File: src/itpt_pkg.sv
// itpt_pkg: constants, curve table, carrier and state types of the
// inverse time protection timer.
// assumes fixed point: times Q16.16 s, ratio Q16.16, alpha Q4.12,
// multiplier and dial Q8.8, timer level Q0.24 (unity = trip)
package itpt_pkg;

  // elaboration-time converters for the curve table
  function automatic logic [31:0] q16(real v);
    return 32'(longint'(v * 65536.0));
  endfunction
  function automatic logic [15:0] q12(real v);
    return 16'(longint'(v * 4096.0));
  endfunction

  localparam logic [31:0] ONE_Q16   = 32'h0001_0000; // 1.0 in Q16.16
  localparam logic [31:0] SAT32     = 32'hFFFF_FFFF; // saturated word
  localparam logic [63:0] ONE_Q32   = 64'h1_0000_0000; // 1.0 scaled for 1/x
  localparam logic [24:0] UNITY     = 25'h100_0000;  // full timer level
  localparam int          FRAC_W    = 16;            // Q16.16 fraction
  localparam int          ALPHA_SH  = 12;            // alpha fraction
  localparam int          MULT_SH   = 8;             // multiplier fraction
  localparam int          RATE_SH   = 40;            // Q16 time to Q24 rate
  localparam logic [63:0] US_PER_S  = 64'h0F_4240;   // microseconds per s
  localparam logic [6:0]  DIV_STEPS = 7'h40;         // quotient bits
  localparam logic [7:0]  LOG_BIAS  = 8'h10;         // integer bias of log2
  localparam logic signed [7:0] EXP_MAX = 8'sh0E;    // largest 2^n kept
  localparam logic signed [7:0] EXP_MIN = -8'sh11;   // below this 2^n = 0
  localparam logic [7:0]  DROP_NUM  = 8'h13;         // drop-off 19/20
  localparam logic [7:0]  DROP_DEN  = 8'h14;         // i.e. 95 percent
  localparam logic [31:0] RI_A      = q16(0.339);    // rapid inverse
  localparam logic [31:0] RI_B      = q16(0.236);    // rapid inverse

  // operate curve selection, code 4'hF is illegal and acts as definite
  typedef enum logic [3:0] {
    CRV_SI      = 4'h0, CRV_VI      = 4'h1, CRV_EI      = 4'h2,
    CRV_LTI     = 4'h3, CRV_RECT    = 4'h4, CRV_RI      = 4'h5,
    CRV_MI_NA   = 4'h6, CRV_VI_NA   = 4'h7, CRV_EI_NA   = 4'h8,
    CRV_US_INV  = 4'h9, CRV_US_ST   = 4'hA, CRV_ANSI_NI = 4'hB,
    CRV_ANSI_ST = 4'hC, CRV_ANSI_LT = 4'hD, CRV_DT      = 4'hE
  } itpt_curve_t;

  // per-curve constants; rs_ok = has inverse reset, na = dial family
  typedef struct packed {
    logic [31:0] op_b;
    logic [15:0] op_a;
    logic [31:0] op_l;
    logic [31:0] rs_b;
    logic [15:0] rs_a;
    logic        rs_ok;
    logic        na;
  } itpt_crv_t;

  localparam itpt_crv_t CRV_TAB [15] = '{
    '{q16(0.14), q12(0.02), q16(0.0), q16(8.2), q12(6.45), 1'b1, 1'b0},
    '{q16(13.5), q12(1.0), q16(0.0), q16(50.92), q12(2.4), 1'b1, 1'b0},
    '{q16(80.0), q12(2.0), q16(0.0), q16(44.1), q12(3.03), 1'b1, 1'b0},
    '{q16(120.0), q12(1.0), q16(0.0), q16(0.0), q12(0.0), 1'b0, 1'b0},
    '{q16(45900.0), q12(5.6), q16(0.0), q16(0.0), q12(0.0), 1'b0, 1'b0},
    '{q16(0.0), q12(0.0), q16(0.0), q16(0.0), q12(0.0), 1'b0, 1'b0},
    '{q16(0.0515), q12(0.02), q16(0.114), q16(4.85), q12(2.0), 1'b1, 1'b1},
    '{q16(19.61), q12(2.0), q16(0.491), q16(21.6), q12(2.0), 1'b1, 1'b1},
    '{q16(28.2), q12(2.0), q16(0.1217), q16(29.1), q12(2.0), 1'b1, 1'b1},
    '{q16(5.95), q12(2.0), q16(0.18), q16(5.95), q12(2.0), 1'b1, 1'b1},
    '{q16(0.16758), q12(0.02), q16(0.11858), q16(2.261), q12(2.0), 1'b1, 1'b1},
    '{q16(8.9341), q12(2.0938), q16(0.17966), q16(9.0), q12(2.0), 1'b1, 1'b1},
    '{q16(0.03393), q12(1.2969), q16(0.2663), q16(0.5), q12(2.0), 1'b1, 1'b1},
    '{q16(2.18592), q12(1.0), q16(5.6143), q16(15.75), q12(2.0), 1'b1, 1'b1},
    '{q16(0.0), q12(0.0), q16(0.0), q16(0.0), q12(0.0), 1'b0, 1'b0}
  };

  // stage settings, held stable by the scheme
  typedef struct packed {
    itpt_curve_t curve;    // operate curve
    logic        inv_rst;  // ask for inverse reset
    logic        under;    // undervalue function
    logic [15:0] tmult;    // time multiplier, Q8.8
    logic [15:0] dial;     // dial_setting_value, Q8.8
    logic [31:0] adder;    // definite adder, Q16.16 s
    logic [31:0] dt_dly;   // definite_delay, ticks
    logic [31:0] hold;     // stage_one_hold_time, ticks
  } itpt_set_t;

  // blocking inputs
  typedef struct packed {
    logic inhibit;    // function inhibit
    logic start_blk;  // start blocking
    logic timer_blk;  // timer block
  } itpt_blk_t;

  // computation sequence per tick
  typedef enum logic [2:0] {
    PH_IDLE  = 3'h0, PH_M = 3'h1, PH_INV = 3'h2,
    PH_Q     = 3'h3, PH_RATE = 3'h4, PH_APPLY = 3'h5
  } itpt_phase_t;

  // whole block state
  typedef struct packed {
    itpt_phase_t ph;
    logic [6:0]  cnt;
    logic [63:0] num;
    logic [32:0] rem;
    logic [31:0] den;
    logic [31:0] m;
    logic [31:0] q;
    logic [31:0] rate;
    logic [24:0] acc;
    logic [31:0] dt_cnt;
    logic [31:0] hold_cnt;
    logic        picked;
    logic        st_s;
    logic        start;
    logic        trip;
    logic        hold_act;
  } itpt_state_t;

  localparam itpt_state_t ST_RST = '0;

endpackage

File: src/itpt_top.sv
// itpt_top: one overcurrent stage, start level detector and
// inverse or definite timer producing trip.
// assumes inputs synchronous to clk_i, sample_tick_i a one-cycle
// pulse at least 300 clocks apart, settings held stable
`timescale 1ns/1ps
module itpt_top
#(
  parameter int          MEAS_W  = 16,     // measured value width
  parameter logic [63:0] TICK_US = 64'h3E8 // sample tick period, us
)
(
  input  wire logic                 clk_i,
  input  wire logic                 reset_n_i,
  input  wire logic                 sample_tick_i,
  input  wire logic [MEAS_W-1:0]    meas_i,
  input  wire logic [MEAS_W-1:0]    thr_i,
  input  wire itpt_pkg::itpt_set_t  set_i,
  input  wire itpt_pkg::itpt_blk_t  blk_i,
  output wire logic                 start_o,
  output wire logic                 trip_o,
  output wire logic [24:0]          level_o,
  output wire logic                 hold_active_o
);

  // tick period scaled so that rate = TICK_NUM / t is Q0.24
  localparam logic [63:0] TICK_NUM = (TICK_US << itpt_pkg::RATE_SH) / itpt_pkg::US_PER_S;

  itpt_pkg::itpt_state_t s_r;        // registered state
  itpt_pkg::itpt_state_t s_nxt;      // next state
  logic [1:0]            rst_sync_r; // reset release pipeline
  logic                  rst_n;      // released reset

  itpt_pkg::itpt_curve_t crv_sel;    // curve, illegal code mapped
  itpt_pkg::itpt_crv_t   crv;        // constants of that curve
  logic [15:0]           mult;       // multiplier in use
  logic                  eff_irst;   // inverse reset in force
  logic                  is_dt;      // definite operate timer
  logic                  is_ri;      // rapid inverse curve
  logic [MEAS_W+4:0]     meas_x;     // meas scaled by 20
  logic [MEAS_W+4:0]     thr_x;      // thr scaled by 19
  logic [MEAS_W+4:0]     meas_y;     // meas scaled by 19
  logic [MEAS_W+4:0]     thr_y;      // thr scaled by 20
  logic                  pick;       // pickup condition
  logic                  drop;       // drop-off condition
  logic                  picked_nxt; // level detector next
  logic                  start_now;  // gated start
  logic [4:0]            msb;        // leading one of M
  logic [31:0]           norm;       // M normalised to bit 31
  logic signed [23:0]    lg;         // log2 M, Q8.16
  logic signed [40:0]    lgp;        // alpha times log2 M
  logic signed [23:0]    pw;         // exponent, Q8.16
  logic signed [7:0]     ip;         // integer part of exponent
  logic [16:0]           mant;       // 1.f mantissa
  logic [15:0]           alpha;      // alpha in use
  logic [31:0]           ma;         // M^alpha, Q16.16
  logic [63:0]           rib;        // 0.236 times 1/M
  logic [31:0]           den2;       // rapid inverse divisor
  logic [31:0]           d;          // curve divisor
  logic [31:0]           lterm;      // L term in use
  logic [31:0]           cterm;      // adder in use
  logic [49:0]           tsum;       // scaled time, wide
  logic [31:0]           t;          // time, Q16.16 s
  logic [32:0]           rem_sh;     // divider shifted remainder
  logic                  ge;         // divider subtract taken
  logic [32:0]           rem_dn;     // divider new remainder
  logic [63:0]           num_dn;     // divider new quotient
  logic [31:0]           quot;       // saturated quotient
  logic [32:0]           acc_sum;    // level plus rate

  // reset is asserted at once and released two clocks later
  always_ff @(posedge clk_i or negedge reset_n_i)
  begin
    if (!reset_n_i)
      rst_sync_r <= 2'h0;
    else
      rst_sync_r <= {rst_sync_r[0], 1'b1};
  end
  assign rst_n = rst_sync_r[1];

  // curve decode, family scaling and reset kind
  always_comb
  begin
    crv_sel  = (set_i.curve == itpt_pkg::itpt_curve_t'(4'hF)) ? itpt_pkg::CRV_DT : set_i.curve;
    crv      = itpt_pkg::CRV_TAB[crv_sel];
    is_dt    = (crv_sel == itpt_pkg::CRV_DT);
    is_ri    = (crv_sel == itpt_pkg::CRV_RI);
    mult     = crv.na ? set_i.dial : set_i.tmult;
    // rs_ok is clear for long time, rectifier, rapid and definite
    eff_irst = set_i.inv_rst & crv.rs_ok;
  end

  // level detector with drop-off hysteresis, then gating
  always_comb
  begin
    meas_x = (MEAS_W+5)'(meas_i) * (MEAS_W+5)'(itpt_pkg::DROP_DEN);
    thr_x  = (MEAS_W+5)'(thr_i) * (MEAS_W+5)'(itpt_pkg::DROP_NUM);
    meas_y = (MEAS_W+5)'(meas_i) * (MEAS_W+5)'(itpt_pkg::DROP_NUM);
    thr_y  = (MEAS_W+5)'(thr_i) * (MEAS_W+5)'(itpt_pkg::DROP_DEN);
    if (set_i.under)
    begin
      // undervalue: pick below threshold, drop above 20/19 of it
      pick = (meas_i < thr_i);
      drop = (meas_y > thr_y);
    end
    else
    begin
      pick = (meas_i > thr_i);
      drop = (meas_x < thr_x);
    end
    if (!s_r.picked)
      picked_nxt = pick;
    else
      picked_nxt = !drop;
    start_now = picked_nxt & !blk_i.inhibit & !blk_i.start_blk;
  end

  // M^alpha by log2/exp2 with linear mantissa; costs a few percent
  // of accuracy but needs no tables or multipliers beyond one
  always_comb
  begin
    msb = 5'h0;
    for (int i = 0; i < 32; i++)
    begin
      if (s_r.m[i])
        msb = 5'(i);
    end
    norm  = s_r.m << (5'h1F - msb);
    lg    = {8'({3'h0, msb}) - itpt_pkg::LOG_BIAS, norm[30:15]};
    alpha = s_r.st_s ? crv.op_a : crv.rs_a;
    lgp   = $signed({1'b0, alpha}) * lg;
    pw    = lgp[35:12];
    ip    = pw[23:16];
    mant  = {1'b1, pw[15:0]};
    if (s_r.m == 32'h0)
      ma = 32'h0; // no current at all
    else if (ip > itpt_pkg::EXP_MAX)
      ma = itpt_pkg::SAT32;
    else if (ip < itpt_pkg::EXP_MIN)
      ma = 32'h0;
    else if (ip >= 8'sh00)
      ma = 32'(mant) << 5'(ip);
    else
      ma = 32'(mant) >> 5'(-ip);
  end

  // divisor and time terms of the selected curve
  always_comb
  begin
    // q holds 1/M during the rapid inverse divisor step
    rib = 64'(itpt_pkg::RI_B) * 64'(s_r.q);
    if ((rib[63:48] == 16'h0) && (itpt_pkg::RI_A > rib[47:16]))
      den2 = itpt_pkg::RI_A - rib[47:16];
    else
      den2 = 32'h1; // below the asymptote: time grows without end
    if (is_ri)
      d = den2;
    else if (s_r.st_s)
      d = (ma > itpt_pkg::ONE_Q16) ? ma - itpt_pkg::ONE_Q16 : 32'h1;
    else
      d = (ma < itpt_pkg::ONE_Q16) ? itpt_pkg::ONE_Q16 - ma : 32'h1;
    lterm = s_r.st_s ? crv.op_l : 32'h0;
    cterm = s_r.st_s ? set_i.adder : 32'h0;
    tsum  = 50'((49'(mult) * (49'(s_r.q) + 49'(lterm))) >> itpt_pkg::MULT_SH) + 50'(cterm);
    t     = (tsum[49:32] != 18'h0) ? itpt_pkg::SAT32 : tsum[31:0];
  end

  // one restoring divider step per clock, shared by every quotient
  always_comb
  begin
    rem_sh = {s_r.rem[31:0], s_r.num[63]};
    ge     = (rem_sh >= {1'b0, s_r.den});
    rem_dn = ge ? rem_sh - {1'b0, s_r.den} : rem_sh;
    num_dn = {s_r.num[62:0], ge};
    quot   = (num_dn[63:32] != 32'h0) ? itpt_pkg::SAT32 : num_dn[31:0];
  end

  // sequence, timer update and outputs
  always_comb
  begin
    s_nxt        = s_r;
    acc_sum      = 33'(s_r.acc) + 33'(s_r.rate);
    s_nxt.picked = picked_nxt;
    s_nxt.start  = start_now;
    unique case (s_r.ph)
      itpt_pkg::PH_IDLE:
      begin
        // tick: freeze direction, compute only when it matters
        if (sample_tick_i)
        begin
          s_nxt.st_s = s_r.start;
          s_nxt.cnt  = 7'h0;
          if ((s_r.start && !is_dt) || (!s_r.start && eff_irst && (s_r.acc != 25'h0)))
            s_nxt.ph = itpt_pkg::PH_M;
          else
            s_nxt.ph = itpt_pkg::PH_APPLY;
        end
      end
      itpt_pkg::PH_M, itpt_pkg::PH_INV, itpt_pkg::PH_Q, itpt_pkg::PH_RATE:
      begin
        if (s_r.cnt == 7'h0)
        begin
          // load operands of this quotient
          s_nxt.rem = 33'h0;
          s_nxt.cnt = 7'h1;
          if (s_r.ph == itpt_pkg::PH_M)
          begin
            s_nxt.num = 64'(meas_i) << itpt_pkg::FRAC_W;
            s_nxt.den = 32'(thr_i);
          end
          else if (s_r.ph == itpt_pkg::PH_INV)
          begin
            s_nxt.num = 64'(thr_i) << itpt_pkg::FRAC_W;
            s_nxt.den = 32'(meas_i);
          end
          else if (s_r.ph == itpt_pkg::PH_Q)
          begin
            if (is_ri)
              s_nxt.num = itpt_pkg::ONE_Q32;
            else if (s_r.st_s)
              s_nxt.num = 64'(crv.op_b) << itpt_pkg::FRAC_W;
            else
              s_nxt.num = 64'(crv.rs_b) << itpt_pkg::FRAC_W;
            s_nxt.den = d;
          end
          else
          begin
            s_nxt.num = TICK_NUM;
            s_nxt.den = t;
          end
        end
        else
        begin
          s_nxt.num = num_dn;
          s_nxt.rem = rem_dn;
          s_nxt.cnt = s_r.cnt + 7'h1;
          if (s_r.cnt == itpt_pkg::DIV_STEPS)
          begin
            s_nxt.cnt = 7'h0;
            if (s_r.ph == itpt_pkg::PH_M)
            begin
              s_nxt.m  = quot;
              s_nxt.ph = (s_r.st_s && is_ri) ? itpt_pkg::PH_INV : itpt_pkg::PH_Q;
            end
            else if (s_r.ph == itpt_pkg::PH_INV)
            begin
              s_nxt.q  = quot;
              s_nxt.ph = itpt_pkg::PH_Q;
            end
            else if (s_r.ph == itpt_pkg::PH_Q)
            begin
              s_nxt.q  = quot;
              s_nxt.ph = itpt_pkg::PH_RATE;
            end
            else
            begin
              s_nxt.rate = quot;
              s_nxt.ph   = itpt_pkg::PH_APPLY;
            end
          end
        end
      end
      itpt_pkg::PH_APPLY:
      begin
        s_nxt.ph = itpt_pkg::PH_IDLE;
        if (s_r.st_s)
        begin
          // started: a pending hold is cancelled, timing goes on
          s_nxt.hold_cnt = 32'h0;
          s_nxt.hold_act = 1'b0;
          if (!blk_i.timer_blk)
          begin
            if (is_dt)
            begin
              if (s_r.dt_cnt < set_i.dt_dly)
                s_nxt.dt_cnt = s_r.dt_cnt + 32'h1;
            end
            else if (acc_sum >= 33'(itpt_pkg::UNITY))
              s_nxt.acc = itpt_pkg::UNITY;
            else
              s_nxt.acc = acc_sum[24:0];
          end
        end
        else if (eff_irst)
        begin
          // inverse reset decays; hold setting plays no part
          if (32'(s_r.acc) > s_r.rate)
            s_nxt.acc = s_r.acc - s_r.rate[24:0];
          else
            s_nxt.acc = 25'h0;
        end
        else if (set_i.hold == 32'h0)
        begin
          // instant reset once the detector has dropped off
          s_nxt.acc    = 25'h0;
          s_nxt.dt_cnt = 32'h0;
        end
        else if ((s_r.acc != 25'h0) || (s_r.dt_cnt != 32'h0))
        begin
          // hold keeps the level so repeated pulses integrate
          if (s_r.hold_cnt + 32'h1 >= set_i.hold)
          begin
            s_nxt.acc      = 25'h0;
            s_nxt.dt_cnt   = 32'h0;
            s_nxt.hold_cnt = 32'h0;
            s_nxt.hold_act = 1'b0;
          end
          else
          begin
            s_nxt.hold_cnt = s_r.hold_cnt + 32'h1;
            s_nxt.hold_act = 1'b1;
          end
        end
      end
      default:
      begin
        s_nxt.ph = itpt_pkg::PH_IDLE; // unused phase codes recover
      end
    endcase
    if (eff_irst || (set_i.hold == 32'h0)) // no hold flag left over once hold cannot apply
      s_nxt.hold_act = 1'b0;
    // trip follows start at once so dropout clears it immediately
    if (is_dt)
      s_nxt.trip = start_now & !blk_i.timer_blk & (s_nxt.dt_cnt >= set_i.dt_dly);
    else
      s_nxt.trip = start_now & !blk_i.timer_blk & (s_nxt.acc >= itpt_pkg::UNITY);
  end

  // single state register
  always_ff @(posedge clk_i or negedge rst_n)
  begin
    if (!rst_n)
      s_r <= itpt_pkg::ST_RST;
    else
      s_r <= s_nxt;
  end

  assign start_o       = s_r.start;
  assign trip_o        = s_r.trip;
  assign level_o       = s_r.acc;
  assign hold_active_o = s_r.hold_act;

endmodule

File: config.mk
export PLATFORM = sky130hd
export DESIGN_NAME = itpt_top
export DESIGN_NICKNAME = d
export VERILOG_FILES = /design/src/itpt_pkg.sv /design/src/itpt_top.sv
export SDC_FILE = /design/constraint.sdc
export NUM_CORES = 2
export LEC_CHECK = 0
export BUFFER_PORTS_ARGS = -buffer_cell sky130_fd_sc_hd__buf_4
export CAP_MARGIN = 10
export CORE_ASPECT_RATIO = 0.8
export CORE_UTILIZATION = 53
export CTS_CLUSTER_SIZE = 30
export DETAILED_ROUTE_END_ITERATION = 16
export MAX_ROUTING_LAYER = met4
export PLACE_DENSITY_LB_ADDON = 0.08
export REMOVE_ABC_BUFFERS = 1
export SYNTH_ARGS = -nofsm -noshare
export SYNTH_HDL_FRONTEND = slang
export SYNTH_SLANG_ARGS = --single-unit
File: constraint.sdc
create_clock -name clk_i -period 15.9 [get_ports clk_i]
set_clock_uncertainty 0.15 [all_clocks]
set_input_delay 0.795 -clock clk_i [delete_from_list [all_inputs] [get_ports clk_i]]
set_output_delay 0.795 -clock clk_i [all_outputs]
set_load 0.02 [all_outputs]
==> flow_summary.toml <==
[grt]
grt_pass1_wl_mm = 382
grtUsageTotal_pct = 36.4
use_met3_pct = 6.50
first_global_vias = 64400
grt.met1_usage_pct = 51.4
antenna_found_initial = 15
top_usage_layer = "met2"
met2_usage_pct = 54.2
grt_max_degree = 80
overflow = 0

[clocking]
clock-sinks = 330
cts_tree = "done"
clkTransAtPathRegs_ns = 0.08
cts_buffers = 42
htreeDepth = 2
clk_path_buf_depth = 3
cts-root-buf = "clkbuf_16"
clock_latency_ns = 0.64

[sta]
max_freq_mhz = 67.0
hold_viol_final = 0
timing.hold.ws_ns = 0.241
worstMarginPinSlew_ns = 1.23
setup_slack_ns = 0.985
finalSetupViolCount = 0
period_needed_ns = 14.92
drv_slew = 0
finalCritPeriodShare_pct = 93.8
slew_headroom_pct = 17.7

[die]
fp.dieH_um = 333
initial_core_util_pct = 53.4
chipWidth_um = 416
die-area_mm2 = 0.139
core_area_mm2 = 0.136
rows = 121
io-pin-count = 200

[final_layout]
layout.nets = 10900
seq_area_mm2 = 0.00827
multi_input_area_mm2 = 0.0576
nFillCells = 12700
final_area_mm2 = 0.0783
final_common_cell = "inv_1"
area_growth_pct = 7.68
drive_gt1_share_pct = 7.15
final_cell_mix = "inv_1 (1460), nand2_1 (1066), fa_1 (934), ha_1 (794), nor2_1 (659)"

[detailed_routing]
routed_wl_mm = 245
post_drt_wl_per_cell_um = 22.6
via_per_inst = 6.00
antenna_left = 0
drtIter0Drc = 6491
vias = 65000
drc_errors = 0
dr.pass1.iters = 6

[placement]
post-dp-hpwl_mm = 195
place_congestion = 1.00
dpl_worst_slack_ns = -0.358
postPlaceCellArea_mm2 = 0.0766
numPortBuffers = 199

[logic_synthesis]
synth-edff-count = 0
ys_ff_latch = 330
synth_ff_type = "dfrtp_1"
netlist_area_mm2 = 0.0727
netlist-cell-type-count = 111
synth_warnings = 0
async_reset_ff_share_pct = 100
syn_inst = 8942
syn-mean-instance-area_um2 = 8.13
synth-seq-area-share_pct = 11.4

[worst_setup_path]
cp_data_arrival_time_ns = 15.26
end_kind = "flop"
slowest_delay_ns = 0.58
r2r-start = "s_r[160]"
ff2ff_path_depth = 48
crit-reg2reg-capture = "s_r[202]"
crit_buf_inv = 13
path_delay_family = "compound AO/OA/AOI/OAI gates"
critPathKind = "in2reg"
r2r_slack_ns = 1.00
cp-start-kind = "primary input"
crit_fanout = 16
cp_slowest_cell = "xnor2_1"
required_ns = 16.25
critical_path_depth = 66

[run_status]
status = "complete, no violations"

[min_path]
hp-class = "reg2reg"
min_path_cells = 0
min-delay-start = "rst_sync_r[0]"
hold_end = "rst_sync_r[1]"

[job]
cap_violations = 0
[timing repair]
action / CTS / global route
setup endpoints to repair: 0 / 32
hold buffers: 1 / 0
endpoints found under the hold margin: 2 / 0
setup buffers: 0 / 2
gates resized for setup: 0 / 9
[cell usage after synthesis, types with 29 or more instances]
cell      count  area share [%]
a211oi_1     75            0.77
a21o_1      153             1.6
a21oi_1     448             3.1
a221o_1      32            0.44
a31oi_1      63            0.54
and2_1      106            0.91
and3_1       90            0.77
clkbuf_1    322             1.7
dfrtp_1     330              11
fa_1        934              26
ha_1        794              14
inv_1      1460             7.5
mux2i_1      89             1.2
nand2_1    1069             5.5
nand2b_1    120             1.0
nand3_1     219             1.5
nand4_1      77            0.66
nor2_1      666             3.4
nor2b_1     125             1.1
nor3_1      137            0.94
nor4_1       65            0.56
o211ai_1     61            0.63
o21a_1       38            0.39
o21ai_0     393             2.7
o21ai_1      29            0.20
o21bai_1     32            0.33
o22ai_1      43            0.37
o31ai_1      48            0.50
or2_2        39            0.34
or3_1        39            0.34
xnor2_1     206             2.5
xor2_1       86             1.0
[flip-flops by register name (all words and copies together) (netlist names), named ones only]
name / count
level_o: 1
s_r: 204
trip_o: 1
num_dn: 63
rem_sh: 33
rst_sync_r: 2
start_o: 1
hold_active_o: 1
[logic make-up (layout without fill, tap and decap cells)]
kind of cell    count (synthesis)  count (layout)  synth area share, %
simple gates                 2832            2832                 18.0
buf+inv                      1856            1951                 9.78
compound gates               1779            1779                 16.1
fa+ha+maj                    1728            1728                 39.4
flops                         330             330                 11.4
xor+xnor                      293             293                 3.54
mux                           123             123                 1.86
other cells                     1              12              0.00516
[worst reg2reg max path, delay by kind of cell (launching register included)]
family,cells,cell delay [ns]
flip-flops,1,0.53
AO/OA/AOI/OAI,19,5.17
buffers and inverters,5,0.81
AND/OR/NAND/NOR,12,2.96
adder cells (fa/ha/maj),8,3.75
multiplexers,4,1.33
[routing by layer]
| metal | wire length [µm] | up-vias |
|---|---|---|
| met5 | 0 | - |
| met4 | 6080 | 0 |
| met3 | 21500 | 340 |
| met2 | 107000 | 2626 |
| met1 | 110000 | 32200 |
| li1 | - | 29800 |
[how the worst max path moves through the flow]
stage                     endpoint        from  slack (ns)
after floorplan           s_r[206]    s_r[163]       -2.30
after global placement    s_r[197]  set_i[132]        0.14
after detailed placement  s_r[197]  set_i[132]       -0.36
after CTS                 s_r[197]  set_i[132]        0.20
after global routing      s_r[207]  set_i[132]       -0.03
final                     s_r[207]  set_i[132]        0.98
[stage by stage]
step | utilization, % | cells | TNS, ns
finish | 57.5 | 10800 | 0
CTS | 57.5 | 10800 | 0
global placement | 56.3 | 10700 | 0
global route | 57.5 | 10800 | -0.0250
detailed placement | 56.3 | 10700 | -3.62
floorplan | - | 8552 | -68.21
[layout make-up]
cell class / count / area share, %
antenna: 11 / 0.0351
inverter: 1466 / 7.03
multi-input combinational: 6756 / 73.6
tap: 1783 / 2.85
sequential: 330 / 10.6
timing repair buffer: 407 / 3.90
clock inverter: 24 / 0.581
clock buffer: 54 / 1.50
Power is not shown: default switching activity piles up to over one toggle a cycle in this logic, so the estimate is an artifact.
